`config.mk`:
```
export PLATFORM = sky130hd
export DESIGN_NAME = irt_top
export DESIGN_NICKNAME = d
export VERILOG_FILES = /design/src/irt_pkg.sv /design/src/irt_top.sv /design/src/irt_trim_mem.sv
export SDC_FILE = /design/constraint.sdc
export NUM_CORES = 1
export LEC_CHECK = 0
export BUFFER_PORTS_ARGS = -buffer_cell sky130_fd_sc_hd__buf_2
export CORE_ASPECT_RATIO = 1.1
export CORE_MARGIN = 4
export CORE_UTILIZATION = 41
export DETAILED_ROUTE_END_ITERATION = 16
export GPL_TIMING_DRIVEN = 1
export SLEW_MARGIN = 5
export SYNTH_ARGS = -nofsm -noshare
export SYNTH_HDL_FRONTEND = slang
export SYNTH_SLANG_ARGS = --single-unit
```
`constraint.sdc`:
```
create_clock -name i_sys_clk -period 10.9 [get_ports i_sys_clk]
set_input_delay 2.725 -clock i_sys_clk [delete_from_list [all_inputs] [get_ports i_sys_clk]]
set_output_delay 2.725 -clock i_sys_clk [all_outputs]
set_load 0.02 [all_outputs]
```
`src/irt_pkg.sv`:
```
// package for the interrupt routing stage and user offset trim registers
// assumes an 8-bit register port driven by the serial interface logic
package irt_pkg;
  localparam int IRT_AW = 8;
  localparam int IRT_DW = 8;
  localparam int IRT_NSRC = 8;
  localparam logic [IRT_AW-1:0] IRT_OFF_ENABLE = 8'h29;
  localparam logic [IRT_AW-1:0] IRT_OFF_STEER = 8'h2a;
  localparam logic [IRT_AW-1:0] IRT_OFF_PTRIM = 8'h2b;
  localparam logic [IRT_AW-1:0] IRT_OFF_TTRIM = 8'h2c;
  localparam logic [IRT_AW-1:0] IRT_OFF_ATRIM = 8'h2d;
  localparam logic [IRT_AW-1:0] IRT_OFF_POL = 8'h28;
  localparam logic [IRT_DW-1:0] IRT_RST_BYTE = 8'h00;
  // polarity register field positions
  localparam int IRT_POL_A_BIT = 5;
  localparam int IRT_POL_B_BIT = 1;
  // source bit positions in enable, steering and flag vectors
  localparam int IRT_SRC_DRDY = 7;
  localparam int IRT_SRC_FIFO = 6;
  localparam int IRT_SRC_PW = 5;
  localparam int IRT_SRC_TW = 4;
  localparam int IRT_SRC_PTH = 3;
  localparam int IRT_SRC_TTH = 2;
  localparam int IRT_SRC_PCHG = 1;
  localparam int IRT_SRC_TCHG = 0;
  // index of each trim byte inside the trim memory
  localparam logic [1:0] IRT_TRIM_P = 2'h0;
  localparam logic [1:0] IRT_TRIM_T = 2'h1;
  localparam logic [1:0] IRT_TRIM_A = 2'h2;
endpackage

```
`src/irt_top.sv`:
```
// interrupt routing stage with per-pin polarity, plus user offset trims
// assumes the serial interface presents single-cycle register strobes
// in the system clock domain; event flags come from same-clock logic
//
// Overview of operation
// RULE1 - a source with steering bit 0 goes to pin b, with bit 1 to pin a.
// RULE2 - the steering register at 2ah holds one bit per source, data ready at bit 7.
// RULE3 - steering bits are read/write and reset to 0, so all sources go to pin b.
// RULE4 - all sources steered to the same pin are ORed together.
// RULE5 - the host reads the source register to learn which source fired.
// RULE6 - pressure trim at 2bh is signed 8-bit at 4 Pa per lsb and is added to pressure.
// RULE7 - temperature trim at 2ch is signed 8-bit at 0.0625 C per lsb, added to temperature.
// RULE8 - altitude trim at 2dh is signed whole meters and is added to altitude.
// RULE9 - all three trims are read/write and reset to zero.
// RULE10 - only enabled sources reach the routing stage.
// RULE11 - each pin has its own polarity, 0 active low and 1 active high.
// RULE12 - a pin follows its enabled flags continuously and drops once all clear.
`timescale 1ns/100ps
module irt_top #(
  parameter int PW = 20,
  parameter int TW = 12,
  parameter int AW = 20
) (
  input wire logic i_sys_clk,
  input wire logic i_rst,
  input wire logic i_reg_wr,
  input wire logic i_reg_rd,
  input wire logic [irt_pkg::IRT_AW-1:0] i_reg_addr,
  input wire logic [irt_pkg::IRT_DW-1:0] i_reg_wdata,
  output logic [irt_pkg::IRT_DW-1:0] o_reg_rdata,
  input wire logic [irt_pkg::IRT_NSRC-1:0] i_src_flags,
  input wire logic [PW-1:0] i_press_raw,
  input wire logic [TW-1:0] i_temp_raw,
  input wire logic [AW-1:0] i_alt_raw,
  output logic [PW-1:0] o_press_out,
  output logic [TW-1:0] o_temp_out,
  output logic [AW-1:0] o_alt_out,
  output logic o_irq_pin_a,
  output logic o_irq_pin_b
);
  import irt_pkg::*;

  // raw units: pressure 1 Pa/lsb, temperature 0.0625 C/lsb, altitude 1 m/lsb
  localparam int P_SHIFT = 2;

  initial
  begin
    if (PW < 12 || TW < 9 || AW < 9)
      $error("result widths too narrow for trim range");
  end

  typedef struct packed {
    logic [IRT_NSRC-1:0] enable;
    logic [IRT_NSRC-1:0] steer;
    logic pol_a;
    logic pol_b;
    logic [IRT_DW-1:0] rdata;
    logic pin_a;
    logic pin_b;
    logic [PW-1:0] press;
    logic [TW-1:0] temp;
    logic [AW-1:0] alt;
  } irt_st_t;

  irt_st_t st_r;
  irt_st_t st_nxt;

  logic trim_we;
  logic [1:0] trim_waddr;
  logic [1:0] trim_raddr;
  logic [IRT_DW-1:0] trim_rdata;
  logic [3*IRT_DW-1:0] trim_all;
  logic rd_trim_q;

  function automatic logic [1:0] trim_index(input logic [IRT_AW-1:0] a);
    logic [1:0] idx;
    idx = 2'h3;
    if (a == IRT_OFF_PTRIM)
      idx = IRT_TRIM_P;
    else if (a == IRT_OFF_TTRIM)
      idx = IRT_TRIM_T;
    else if (a == IRT_OFF_ATRIM)
      idx = IRT_TRIM_A;
    return idx;
  endfunction

  assign trim_waddr = trim_index(i_reg_addr);
  assign trim_raddr = trim_index(i_reg_addr);
  assign trim_we = i_reg_wr && (trim_waddr != 2'h3); // RULE9

  irt_trim_mem #(
    .DW(IRT_DW),
    .DEPTH(3)
  ) u_trim (
    .i_sys_clk(i_sys_clk),
    .i_rst(i_rst),
    .i_we(trim_we),
    .i_waddr(trim_waddr),
    .i_wdata(i_reg_wdata),
    .i_raddr(trim_raddr),
    .o_rdata(trim_rdata),
    .o_all(trim_all)
  );

  logic signed [IRT_DW-1:0] p_trim;
  logic signed [IRT_DW-1:0] t_trim;
  logic signed [IRT_DW-1:0] a_trim;
  assign p_trim = trim_all[32'(IRT_TRIM_P)*IRT_DW +: IRT_DW];
  assign t_trim = trim_all[32'(IRT_TRIM_T)*IRT_DW +: IRT_DW];
  assign a_trim = trim_all[32'(IRT_TRIM_A)*IRT_DW +: IRT_DW];

  logic [IRT_NSRC-1:0] live;
  logic to_a;
  logic to_b;
  // enabled flags split by steering bit then ORed per pin
  assign live = i_src_flags & st_r.enable; // RULE10
  assign to_a = |(live & st_r.steer); // RULE1 RULE4
  assign to_b = |(live & ~st_r.steer); // RULE1 RULE4

  always_comb
  begin
    st_nxt = st_r;
    if (i_reg_wr)
    begin
      unique case (i_reg_addr)
        IRT_OFF_ENABLE: st_nxt.enable = i_reg_wdata;
        IRT_OFF_STEER: st_nxt.steer = i_reg_wdata; // RULE2 RULE3
        IRT_OFF_POL:
        begin
          st_nxt.pol_a = i_reg_wdata[IRT_POL_A_BIT];
          st_nxt.pol_b = i_reg_wdata[IRT_POL_B_BIT];
        end
        default: st_nxt.enable = st_r.enable;
      endcase
    end
    st_nxt.rdata = IRT_RST_BYTE;
    if (i_reg_rd)
    begin
      unique case (i_reg_addr)
        IRT_OFF_ENABLE: st_nxt.rdata = st_r.enable;
        IRT_OFF_STEER: st_nxt.rdata = st_r.steer; // RULE3
        IRT_OFF_POL:
        begin
          st_nxt.rdata[IRT_POL_A_BIT] = st_r.pol_a;
          st_nxt.rdata[IRT_POL_B_BIT] = st_r.pol_b;
        end
        default: st_nxt.rdata = IRT_RST_BYTE;
      endcase
    end
    // pin level: asserted level is the polarity bit itself
    st_nxt.pin_a = to_a ? st_r.pol_a : ~st_r.pol_a; // RULE11 RULE12
    st_nxt.pin_b = to_b ? st_r.pol_b : ~st_r.pol_b; // RULE11 RULE12
    // trims sign-extended and added to the results
    st_nxt.press = i_press_raw + PW'({{(PW-IRT_DW){p_trim[IRT_DW-1]}}, p_trim} <<< P_SHIFT); // RULE6
    st_nxt.temp = i_temp_raw + {{(TW-IRT_DW){t_trim[IRT_DW-1]}}, t_trim}; // RULE7
    st_nxt.alt = i_alt_raw + {{(AW-IRT_DW){a_trim[IRT_DW-1]}}, a_trim}; // RULE8
  end

  always_ff @(posedge i_sys_clk or posedge i_rst)
  begin
    if (i_rst)
    begin
      st_r <= '0; // RULE3
      rd_trim_q <= 1'b0;
    end
    else
    begin
      st_r <= st_nxt;
      rd_trim_q <= i_reg_rd && (trim_raddr != 2'h3);
    end
  end

  // trim read comes from the memory's own output register, same latency
  assign o_reg_rdata = rd_trim_q ? trim_rdata : st_r.rdata;
  assign o_irq_pin_a = st_r.pin_a;
  assign o_irq_pin_b = st_r.pin_b;
  assign o_press_out = st_r.press;
  assign o_temp_out = st_r.temp;
  assign o_alt_out = st_r.alt;

  // the host reads the source flags elsewhere; the pins carry no identity (RULE5)
  a_route_to_b: assert property (@(posedge i_sys_clk) disable iff (i_rst)
    (|(i_src_flags & st_r.enable & ~st_r.steer)) |=> (o_irq_pin_b == $past(st_r.pol_b)))
    else $error("steered source did not assert pin b"); // RULE1
  a_route_to_a: assert property (@(posedge i_sys_clk) disable iff (i_rst)
    (|(i_src_flags & st_r.enable & st_r.steer)) |=> (o_irq_pin_a == $past(st_r.pol_a)))
    else $error("steered source did not assert pin a"); // RULE4
  a_disabled_quiet: assert property (@(posedge i_sys_clk) disable iff (i_rst)
    // pin was launched with the polarity of the previous cycle
    ((i_src_flags & st_r.enable) == '0)
    |=> (o_irq_pin_a != $past(st_r.pol_a) && o_irq_pin_b != $past(st_r.pol_b)))
    else $error("pin asserted without enabled source"); // RULE10
  a_steer_write: assert property (@(posedge i_sys_clk) disable iff (i_rst)
    (i_reg_wr && i_reg_addr == IRT_OFF_STEER) |=> (st_r.steer == $past(i_reg_wdata)))
    else $error("steering write lost"); // RULE2
  a_steer_read: assert property (@(posedge i_sys_clk) disable iff (i_rst)
    (i_reg_rd && i_reg_addr == IRT_OFF_STEER && !i_reg_wr) |=> (o_reg_rdata == st_r.steer))
    else $error("steering readback wrong"); // RULE3
  a_trim_read: assert property (@(posedge i_sys_clk) disable iff (i_rst)
    (i_reg_wr && i_reg_addr == IRT_OFF_ATRIM) ##1 (i_reg_rd && !i_reg_wr && i_reg_addr == IRT_OFF_ATRIM)
    |=> (o_reg_rdata == $past(i_reg_wdata, 2)))
    else $error("trim readback wrong"); // RULE9
  a_alt_sum: assert property (@(posedge i_sys_clk) disable iff (i_rst)
    1'b1 |=> (o_alt_out == AW'($past(i_alt_raw) + {{(AW-IRT_DW){$past(a_trim[IRT_DW-1])}}, $past(a_trim)})))
    else $error("altitude trim not applied"); // RULE8
  a_temp_sum: assert property (@(posedge i_sys_clk) disable iff (i_rst)
    (t_trim == '0) |=> (o_temp_out == $past(i_temp_raw)))
    else $error("temperature changed with zero trim"); // RULE7
  a_press_step: assert property (@(posedge i_sys_clk) disable iff (i_rst)
    (p_trim == 8'h01) |=> (o_press_out == PW'($past(i_press_raw) + 4)))
    else $error("pressure trim weight wrong"); // RULE6
  a_pin_release: assert property (@(posedge i_sys_clk) disable iff (i_rst)
    (!to_b && $past(to_b)) |=> (o_irq_pin_b != $past(st_r.pol_b)))
    else $error("pin b held after flags cleared"); // RULE12
  a_pol_idle: assert property (@(posedge i_sys_clk) disable iff (i_rst)
    (!to_a) |=> (o_irq_pin_a == ~$past(st_r.pol_a)))
    else $error("idle level ignores polarity"); // RULE11

  c_pin_a: cover property (@(posedge i_sys_clk) disable iff (i_rst) to_a && st_r.pol_a);
  c_pin_b: cover property (@(posedge i_sys_clk) disable iff (i_rst) to_b && !st_r.pol_b);
  c_both: cover property (@(posedge i_sys_clk) disable iff (i_rst) to_a && to_b);
  c_neg_trim: cover property (@(posedge i_sys_clk) disable iff (i_rst) p_trim[IRT_DW-1]);
endmodule

```
`src/irt_trim_mem.sv`:
```
// small register memory holding the three signed trim bytes
// assumes single clock, one write port, registered read port
`timescale 1ns/100ps
module irt_trim_mem #(
  parameter int DW = 8,
  parameter int DEPTH = 3
) (
  input wire logic i_sys_clk,
  input wire logic i_rst,
  input wire logic i_we,
  input wire logic [1:0] i_waddr,
  input wire logic [DW-1:0] i_wdata,
  input wire logic [1:0] i_raddr,
  output logic [DW-1:0] o_rdata,
  output logic [DEPTH*DW-1:0] o_all
);
  import irt_pkg::*;

  initial
  begin
    if (DEPTH < 1 || DEPTH > 4)
      $error("trim memory depth out of range");
  end

  typedef struct packed {
    logic [DEPTH-1:0][DW-1:0] mem;
    logic [DW-1:0] rd;
  } irt_mem_st_t;

  irt_mem_st_t st_r;
  irt_mem_st_t st_nxt;

  always_comb
  begin
    st_nxt = st_r;
    if (i_we && 32'(i_waddr) < DEPTH)
      st_nxt.mem[i_waddr] = i_wdata;
    st_nxt.rd = (32'(i_raddr) < DEPTH) ? st_r.mem[i_raddr] : '0;
  end

  // trims clear to zero so no correction applies until written
  always_ff @(posedge i_sys_clk or posedge i_rst)
  begin
    if (i_rst)
      st_r <= '0; // RULE9
    else
      st_r <= st_nxt;
  end

  assign o_rdata = st_r.rd;
  assign o_all = st_r.mem;
endmodule

```
==> out/metrics.cfg, run 1 <==
[power_and_ir_drop]
clkPwrFrac_pct=45.3
ir_worst_vdd_uv=104
p_comb_share_pct=16.1
power.leakage_nw=3.83
power_density_nw_per_um2=161
switching_power_mw=0.329
p_int_mw=0.890
seqPwrFrac_pct=38.6
swShare_pct=27.0

[clocking]
cts_made_buffers=17
cts_tree=yes
cts_num_sinks=113
cts_resized=0
clk_pin_slew_ns=0.05
clockRootBuffer=clkbuf_16
htree_levels=4
post_cts_buffers=0
clockBufferDepth=2
clk_latency_ns=0.41
hold_buffers=0

[global_routing]
grt_overflow=0
grt_max_degree=67
grt_pass1_wl_um=23600
grt_pass1_vias=4949
antenna_found_initial=0
grt_usage_pct=16.9

[drt]
drt-total-wl_um=14600
wl_per_cell_um=16.2
via_count=4660
first_iter_violations=223
post_drt_via_cell_ratio=5.17
antenna_left=0
dr.pass1.iters=4
drcViolationCount=0

[sta]
rsz0062_at_grt=false
min_period_over_period_pct=41.0
hold_violations=0
slew_viol_final=0
fmax_mhz=224
setup_viol=0
clock_skew_ns=0.00813
finalCriticalPeriod_ns=4.47
tightestPinTransition_ns=0.818
maxSlewHeadroom_pct=45.5
setup_tns_ns=0

[run_status]
run_status=finished clean

[final_layout]
syn2layout_area_growth_pct=17.6
seq_area_um2=2830
nets=823
multi_input_area_um2=3110
fin_util_pct=49.6
nFillCells=1425
final_layout_size_suffix_gt1_share_pct=28.5
final_common_cell=buf_2
insertedDiodeCount=0
layout_common_cells=141 x buf_2, 113 x dfrtp_1, 47 x ha_1, 45 x nand2_1

[worst_setup_path]
startpoint=i_temp_raw[0]
crit_path_end_kind=register
required_ns=11.23
worstPathArrival_ns=4.80
cp-endpoint=o_temp_out[10]
r2r_slack_ns=8.41
critPathSlowestCell=a2111oi_2
crit_path_max_incr_delay_ns=0.43
regToRegEndpoint=o_temp_out[10]
ff2ff_path_depth=9
crit_path_start_kind=input port
critical_path_class=in2reg
reg2reg_from=u_trim.o_all[8]
path_cells=buf_2 -> ha_1 -> fa_1 -> a21o_1 -> a21oi_2 -> o21bai_2 -> a2111oi_2 -> o31ai_1 -> a21oi_1 -> xnor2_1
worstPathMaxFanout=2

[logic_synthesis]
ys_seq_area_share_pct=44.0
syn-num-nets=722
avgSynthCellArea_um2=10.8
ys_warn_count=0
synth_area_leaders=dfrtp_1 44%, ha_1 9.2%, mux2_1 7.2%, buf_4 6.1%, xnor2_1 3.8%
syn_area_um2=6420
yosysTopAreaCell=dfrtp_1
ys_dominant_reg_cell=dfrtp_1
synth-seq-cells=113
synth_top_area_share_pct=44.0
synth-edff-count=0
synthCells=592
synth.distinct_cells=57
async_flop_share_pct=100

[run]
maxCapViolCount=0

[die]
dieWidth_um=127
rows=47
die_y_um=139
core_area_um2=15200
start_util_pct=42.2
dieArea_um2=17700
io_pins=142

[placed_design]
port_buffers=141
hpwl_um=11200
gp_congestion=0.831

[min_path]
hp-class=reg2reg

## power by group through the flow
stage          Clock, mW  Sequential, mW  Combinational (mW)
2_1_floorplan          0           0.474               0.167
3_3_place_gp           0           0.477               0.194
3_5_place_dp           0           0.477               0.198
4_1_cts            0.565           0.471               0.200
5_1_grt            0.583           0.474               0.217
6_report           0.552           0.470               0.197
## per-stage QoR
stage	hold slack (ns)	cells	total power, mW	area (µm²)	worst slack [ns]
after floorplan	0.458	592	0.641	6420	5.19
after global placement	0.479	870	0.671	6960	6.06
after detailed placement	0.477	870	0.676	6960	6.03
after CTS	0.484	902	1.24	7550	6.46
after global routing	0.502	902	1.27	7550	6.34
final	0.482	902	1.22	7550	6.43
## cell usage after synthesis, types with 2 or more instances
cell and n:
ha_1 47, nor2_1 41, nor3_1 4, a21oi_2 5, a31oi_1 3, o21ai_0 9, inv_1 15, o21ai_2 3
a311o_1 2, xnor2_1 28, nor4_1 2, fa_1 3, dfrtp_1 113, a22oi_1 14, mux2_2 8, or3_1 2
mux2_1 41, and4b_1 2, o22ai_1 4, buf_2 5, o21a_1 8, mux2i_1 3, and2_1 3, clkbuf_1 3
nand4_1 4, nor2b_1 10, o21ai_1 8, nand2b_1 2, nand2_1 45, o41ai_2 2, a21oi_1 31, nand3_1 16
a21o_1 8, a211o_1 2, xor2_1 11, and3_1 8, buf_4 52, a211oi_1 6
## flip-flops by register name (all words and copies together), names as in the netlist
name	count
o_irq_pin_a	1
o_temp_out	12
o_irq_pin_b	1
st_r	26
rd_trim_q	1
o_alt_out	20
o_press_out	20
u_trim.o_rdata	8
u_trim.o_all	24
## worst min-delay path by stage
stage	end	start	slack [ns]	cells after the start
after floorplan	o_irq_pin_a	st_r[63]	0.46	1
after global placement	o_irq_pin_a	st_r[63]	0.48	1
after detailed placement	o_irq_pin_b	st_r[62]	0.48	1
after CTS	o_irq_pin_b	st_r[62]	0.48	1
after global routing	o_irq_pin_b	st_r[62]	0.50	1
final	o_irq_pin_b	st_r[62]	0.48	1
## worst max-delay path: cells and delay by family
kind / cells / cell delay (ns)
AOI/OAI and AO/OA: 6 / 1.22
buffers and inverters: 1 / 0.10
xor gates and xnor gates: 1 / 0.13
adders and majority gates: 2 / 0.62
## cell families after synthesis
kind of cell / after synthesis / share of synthesized area [%]
buffers and inverters: 75 / 7.52
XOR/XNOR: 39 / 5.32
flip-flops: 113 / 44.0
AND/OR/NAND/NOR: 142 / 10.2
adder cells (fa/ha/maj): 50 / 10.1
AO/OA/AOI/OAI: 121 / 13.7
multiplexers: 52 / 9.06
## routing by layer
layer | part of all wire, % | GRT usage (%) | up-vias
met1 | 41 | 19.4 | 2228
met3 | 6.1 | 5.02 | 28
met2 | 51 | 28.9 | 142
li1 | - | - | 2262
met4 | 2.6 | 7.51 | 0
met5 | 0 | 0 | -
## final cells by class
| type | instances | share of cell area, % |
|---|---|---|
| multi-input cells | 404 | 41.2 |
| clock buffers | 19 | 5.73 |
| well taps | 196 | 3.25 |
| inverters | 15 | 0.779 |
| flip-flops and latches | 113 | 37.4 |
| repair buffers | 142 | 9.44 |
| clock inverters | 13 | 2.17 |
(Power assumes the default switching activity.)
==> run 2, diff against run 1 <==
--- a/config.mk
+++ b/config.mk
@@ -5,6 +5,7 @@
 export SDC_FILE = /design/constraint.sdc
 export NUM_CORES = 1
 export LEC_CHECK = 0
+export ABC_AREA = 1
 export BUFFER_PORTS_ARGS = -buffer_cell sky130_fd_sc_hd__buf_2
 export CORE_ASPECT_RATIO = 1.1
 export CORE_MARGIN = 4
==> constraint.sdc (replaced) <==
create_clock -name i_sys_clk -period 4 [get_ports i_sys_clk]
set_input_delay 1 -clock i_sys_clk [delete_from_list [all_inputs] [get_ports i_sys_clk]]
set_output_delay 1 -clock i_sys_clk [all_outputs]
set_load 0.02 [all_outputs]
==> out/metrics.cfg, run 2 <==
[run_status]
run_status=finished clean

[global_routing]
antenna_found_initial=0
grt_overflow=0
grt_usage_pct=17.9
grt_max_degree=53
grt_pass1_vias=5780
grt_pass1_wl_um=27900

[drt]
dr.pass1.iters=8
post_drt_via_cell_ratio=4.66
drcViolationCount=0
wl_per_cell_um=13.3
via_count=5883
antenna_left=0
drt-total-wl_um=16800
first_iter_violations=375

[logic_synthesis]
syn-num-nets=1043
ys_warn_count=0
ys_top_cells_by_count=283 x nand2_1, 113 x dfrtp_1, 108 x inv_1
synth-edff-count=0
synth.distinct_cells=31
synth_top_area_share_pct=40.0
ys_seq_area_share_pct=40.0
yosys.cell_count.top_type=nand2_1
async_flop_share_pct=100
synthCells=913
synth_area_leaders=dfrtp_1 40%, nand2_1 15%, ha_1 8.3%, buf_4 5.7%, inv_1 5.7%
synth-seq-cells=113
yosysTopAreaCell=dfrtp_1
avgSynthCellArea_um2=7.74
ys_dominant_reg_cell=dfrtp_1
syn_area_um2=7070

[worst_setup_path]
critPathBufInv=1
critical_path_class=reg2out
crit_path_start_kind=register
crit_path_end_kind=output port
crit_family=flip-flops
required_ns=3.00
crit_path_max_incr_delay_ns=0.53
worstPathMaxFanout=8
critPathSlowestCell=dfrtp_1
worstPathArrival_ns=1.51
path_cells=mux2_2 -> buf_2

[clocking]
cts_made_buffers=17
hold_buffers=0
clk_latency_ns=0.42
clockRootBuffer=clkbuf_16
cts_num_sinks=113
clockBufferDepth=2
cts_tree=yes
post_cts_buffers=0
cts_resized=0
htree_levels=4
clk_pin_slew_ns=0.06

[final_layout]
final_layout_size_suffix_gt1_share_pct=19.3
largest_reg_flops=26
fin_util_pct=48.5
nets=1145
syn2layout_area_growth_pct=16.3
final_common_cell=nand2_1
layout_common_cells=283 x nand2_1, 141 x buf_2, 113 x dfrtp_1, 107 x inv_1, 67 x nand3_1
insertedDiodeCount=0
top_register=st_r

[sta]
rsz0062_at_grt=false
tightestPinTransition_ns=0.668
setup_tns_ns=0
setup_viol=0
clock_skew_ns=0.00959
slew_viol_final=0
maxSlewHeadroom_pct=55.5
min_period_over_period_pct=62.8
finalCriticalPeriod_ns=2.51
hold_violations=0
fmax_mhz=398

[power_and_ir_drop]
power.leakage_nw=4.59
power_density_nw_per_um2=401
ir_worst_vdd_uv=292

[die]
core_area_um2=17000
io_pins=142
die_y_um=146
rows=50
start_util_pct=41.7
dieArea_um2=19400
dieWidth_um=133

[min_path]
hp-class=reg2reg

[placed_design]
gp_congestion=0.840
port_buffers=141
hpwl_um=13100

[run]
maxCapViolCount=0

-- run 2: through the flow --
step	hold WS (ns)	power, mW	std cells	cell area (µm²)	setup slack [ns]
finish	0.521	3.29	1262	8220	1.49
global route	0.530	3.48	1262	8220	1.42
CTS	0.515	3.34	1262	8220	1.46
detailed placement	0.504	1.86	1230	7650	1.41
global placement	0.497	1.86	1230	7650	1.42
floorplan	0.466	1.75	913	7070	0.0126
-- run 2: power breakdown --
group	switching [mW]	internal (mW)	total [mW]
registers	0.0455	1.23	1.28
clock network	0.576	0.882	1.46
logic	0.362	0.195	0.557
-- run 2: kinds of logic (layout without fill, tap and decap cells) --
group	count (synthesis)	after routing	share of synthesized area [%]
simple gates	437	437	26.2
buf+inv	171	286	12.2
flops	113	113	40.0
compound gates	106	106	7.72
fa+ha+maj	50	50	9.17
xor+xnor	28	28	3.47
mux	8	8	1.27
-- run 2: worst min-delay path: stages, from the launching register on --
cell,delay [ns]
dfrtp_1,0.37
nand2_1,0.06
o21ai_0,0.06
-- run 2: final cells by class --
cell class	count	area [µm²]
multi-input cells	629	3380
inverters	111	419
flip-flops and latches	113	2830
well taps	234	293
repair buffers	143	733
clock buffers	19	443
fillers	1732	8730
clock inverters	13	126
-- run 2: worst paths after layout --
path	cells after the start	slack (ns)	end	from
worst max-delay path	2	1.49	o_reg_rdata[2]	rd_trim_q
worst min register to register	2	0.52	st_r[77]	st_r[77]
min in group asynchronous	2	0.68	o_press_out[19]	i_rst
worst min-delay path	2	0.52	st_r[77]	st_r[77]
worst max register to register	9	1.93	o_alt_out[17]	u_trim.o_all[23]
max in group asynchronous	3	2.62	u_trim.o_all[0]	i_rst
-- run 2: metal layers --
metal  GRT usage (%)  share of wire, %  up-vias
met4            5.30               1.4        0
met3            4.15               4.7       21
met1            22.4                45     2621
met2            30.9                49      146
li1                -                 -     3095
met5               0                 0        -
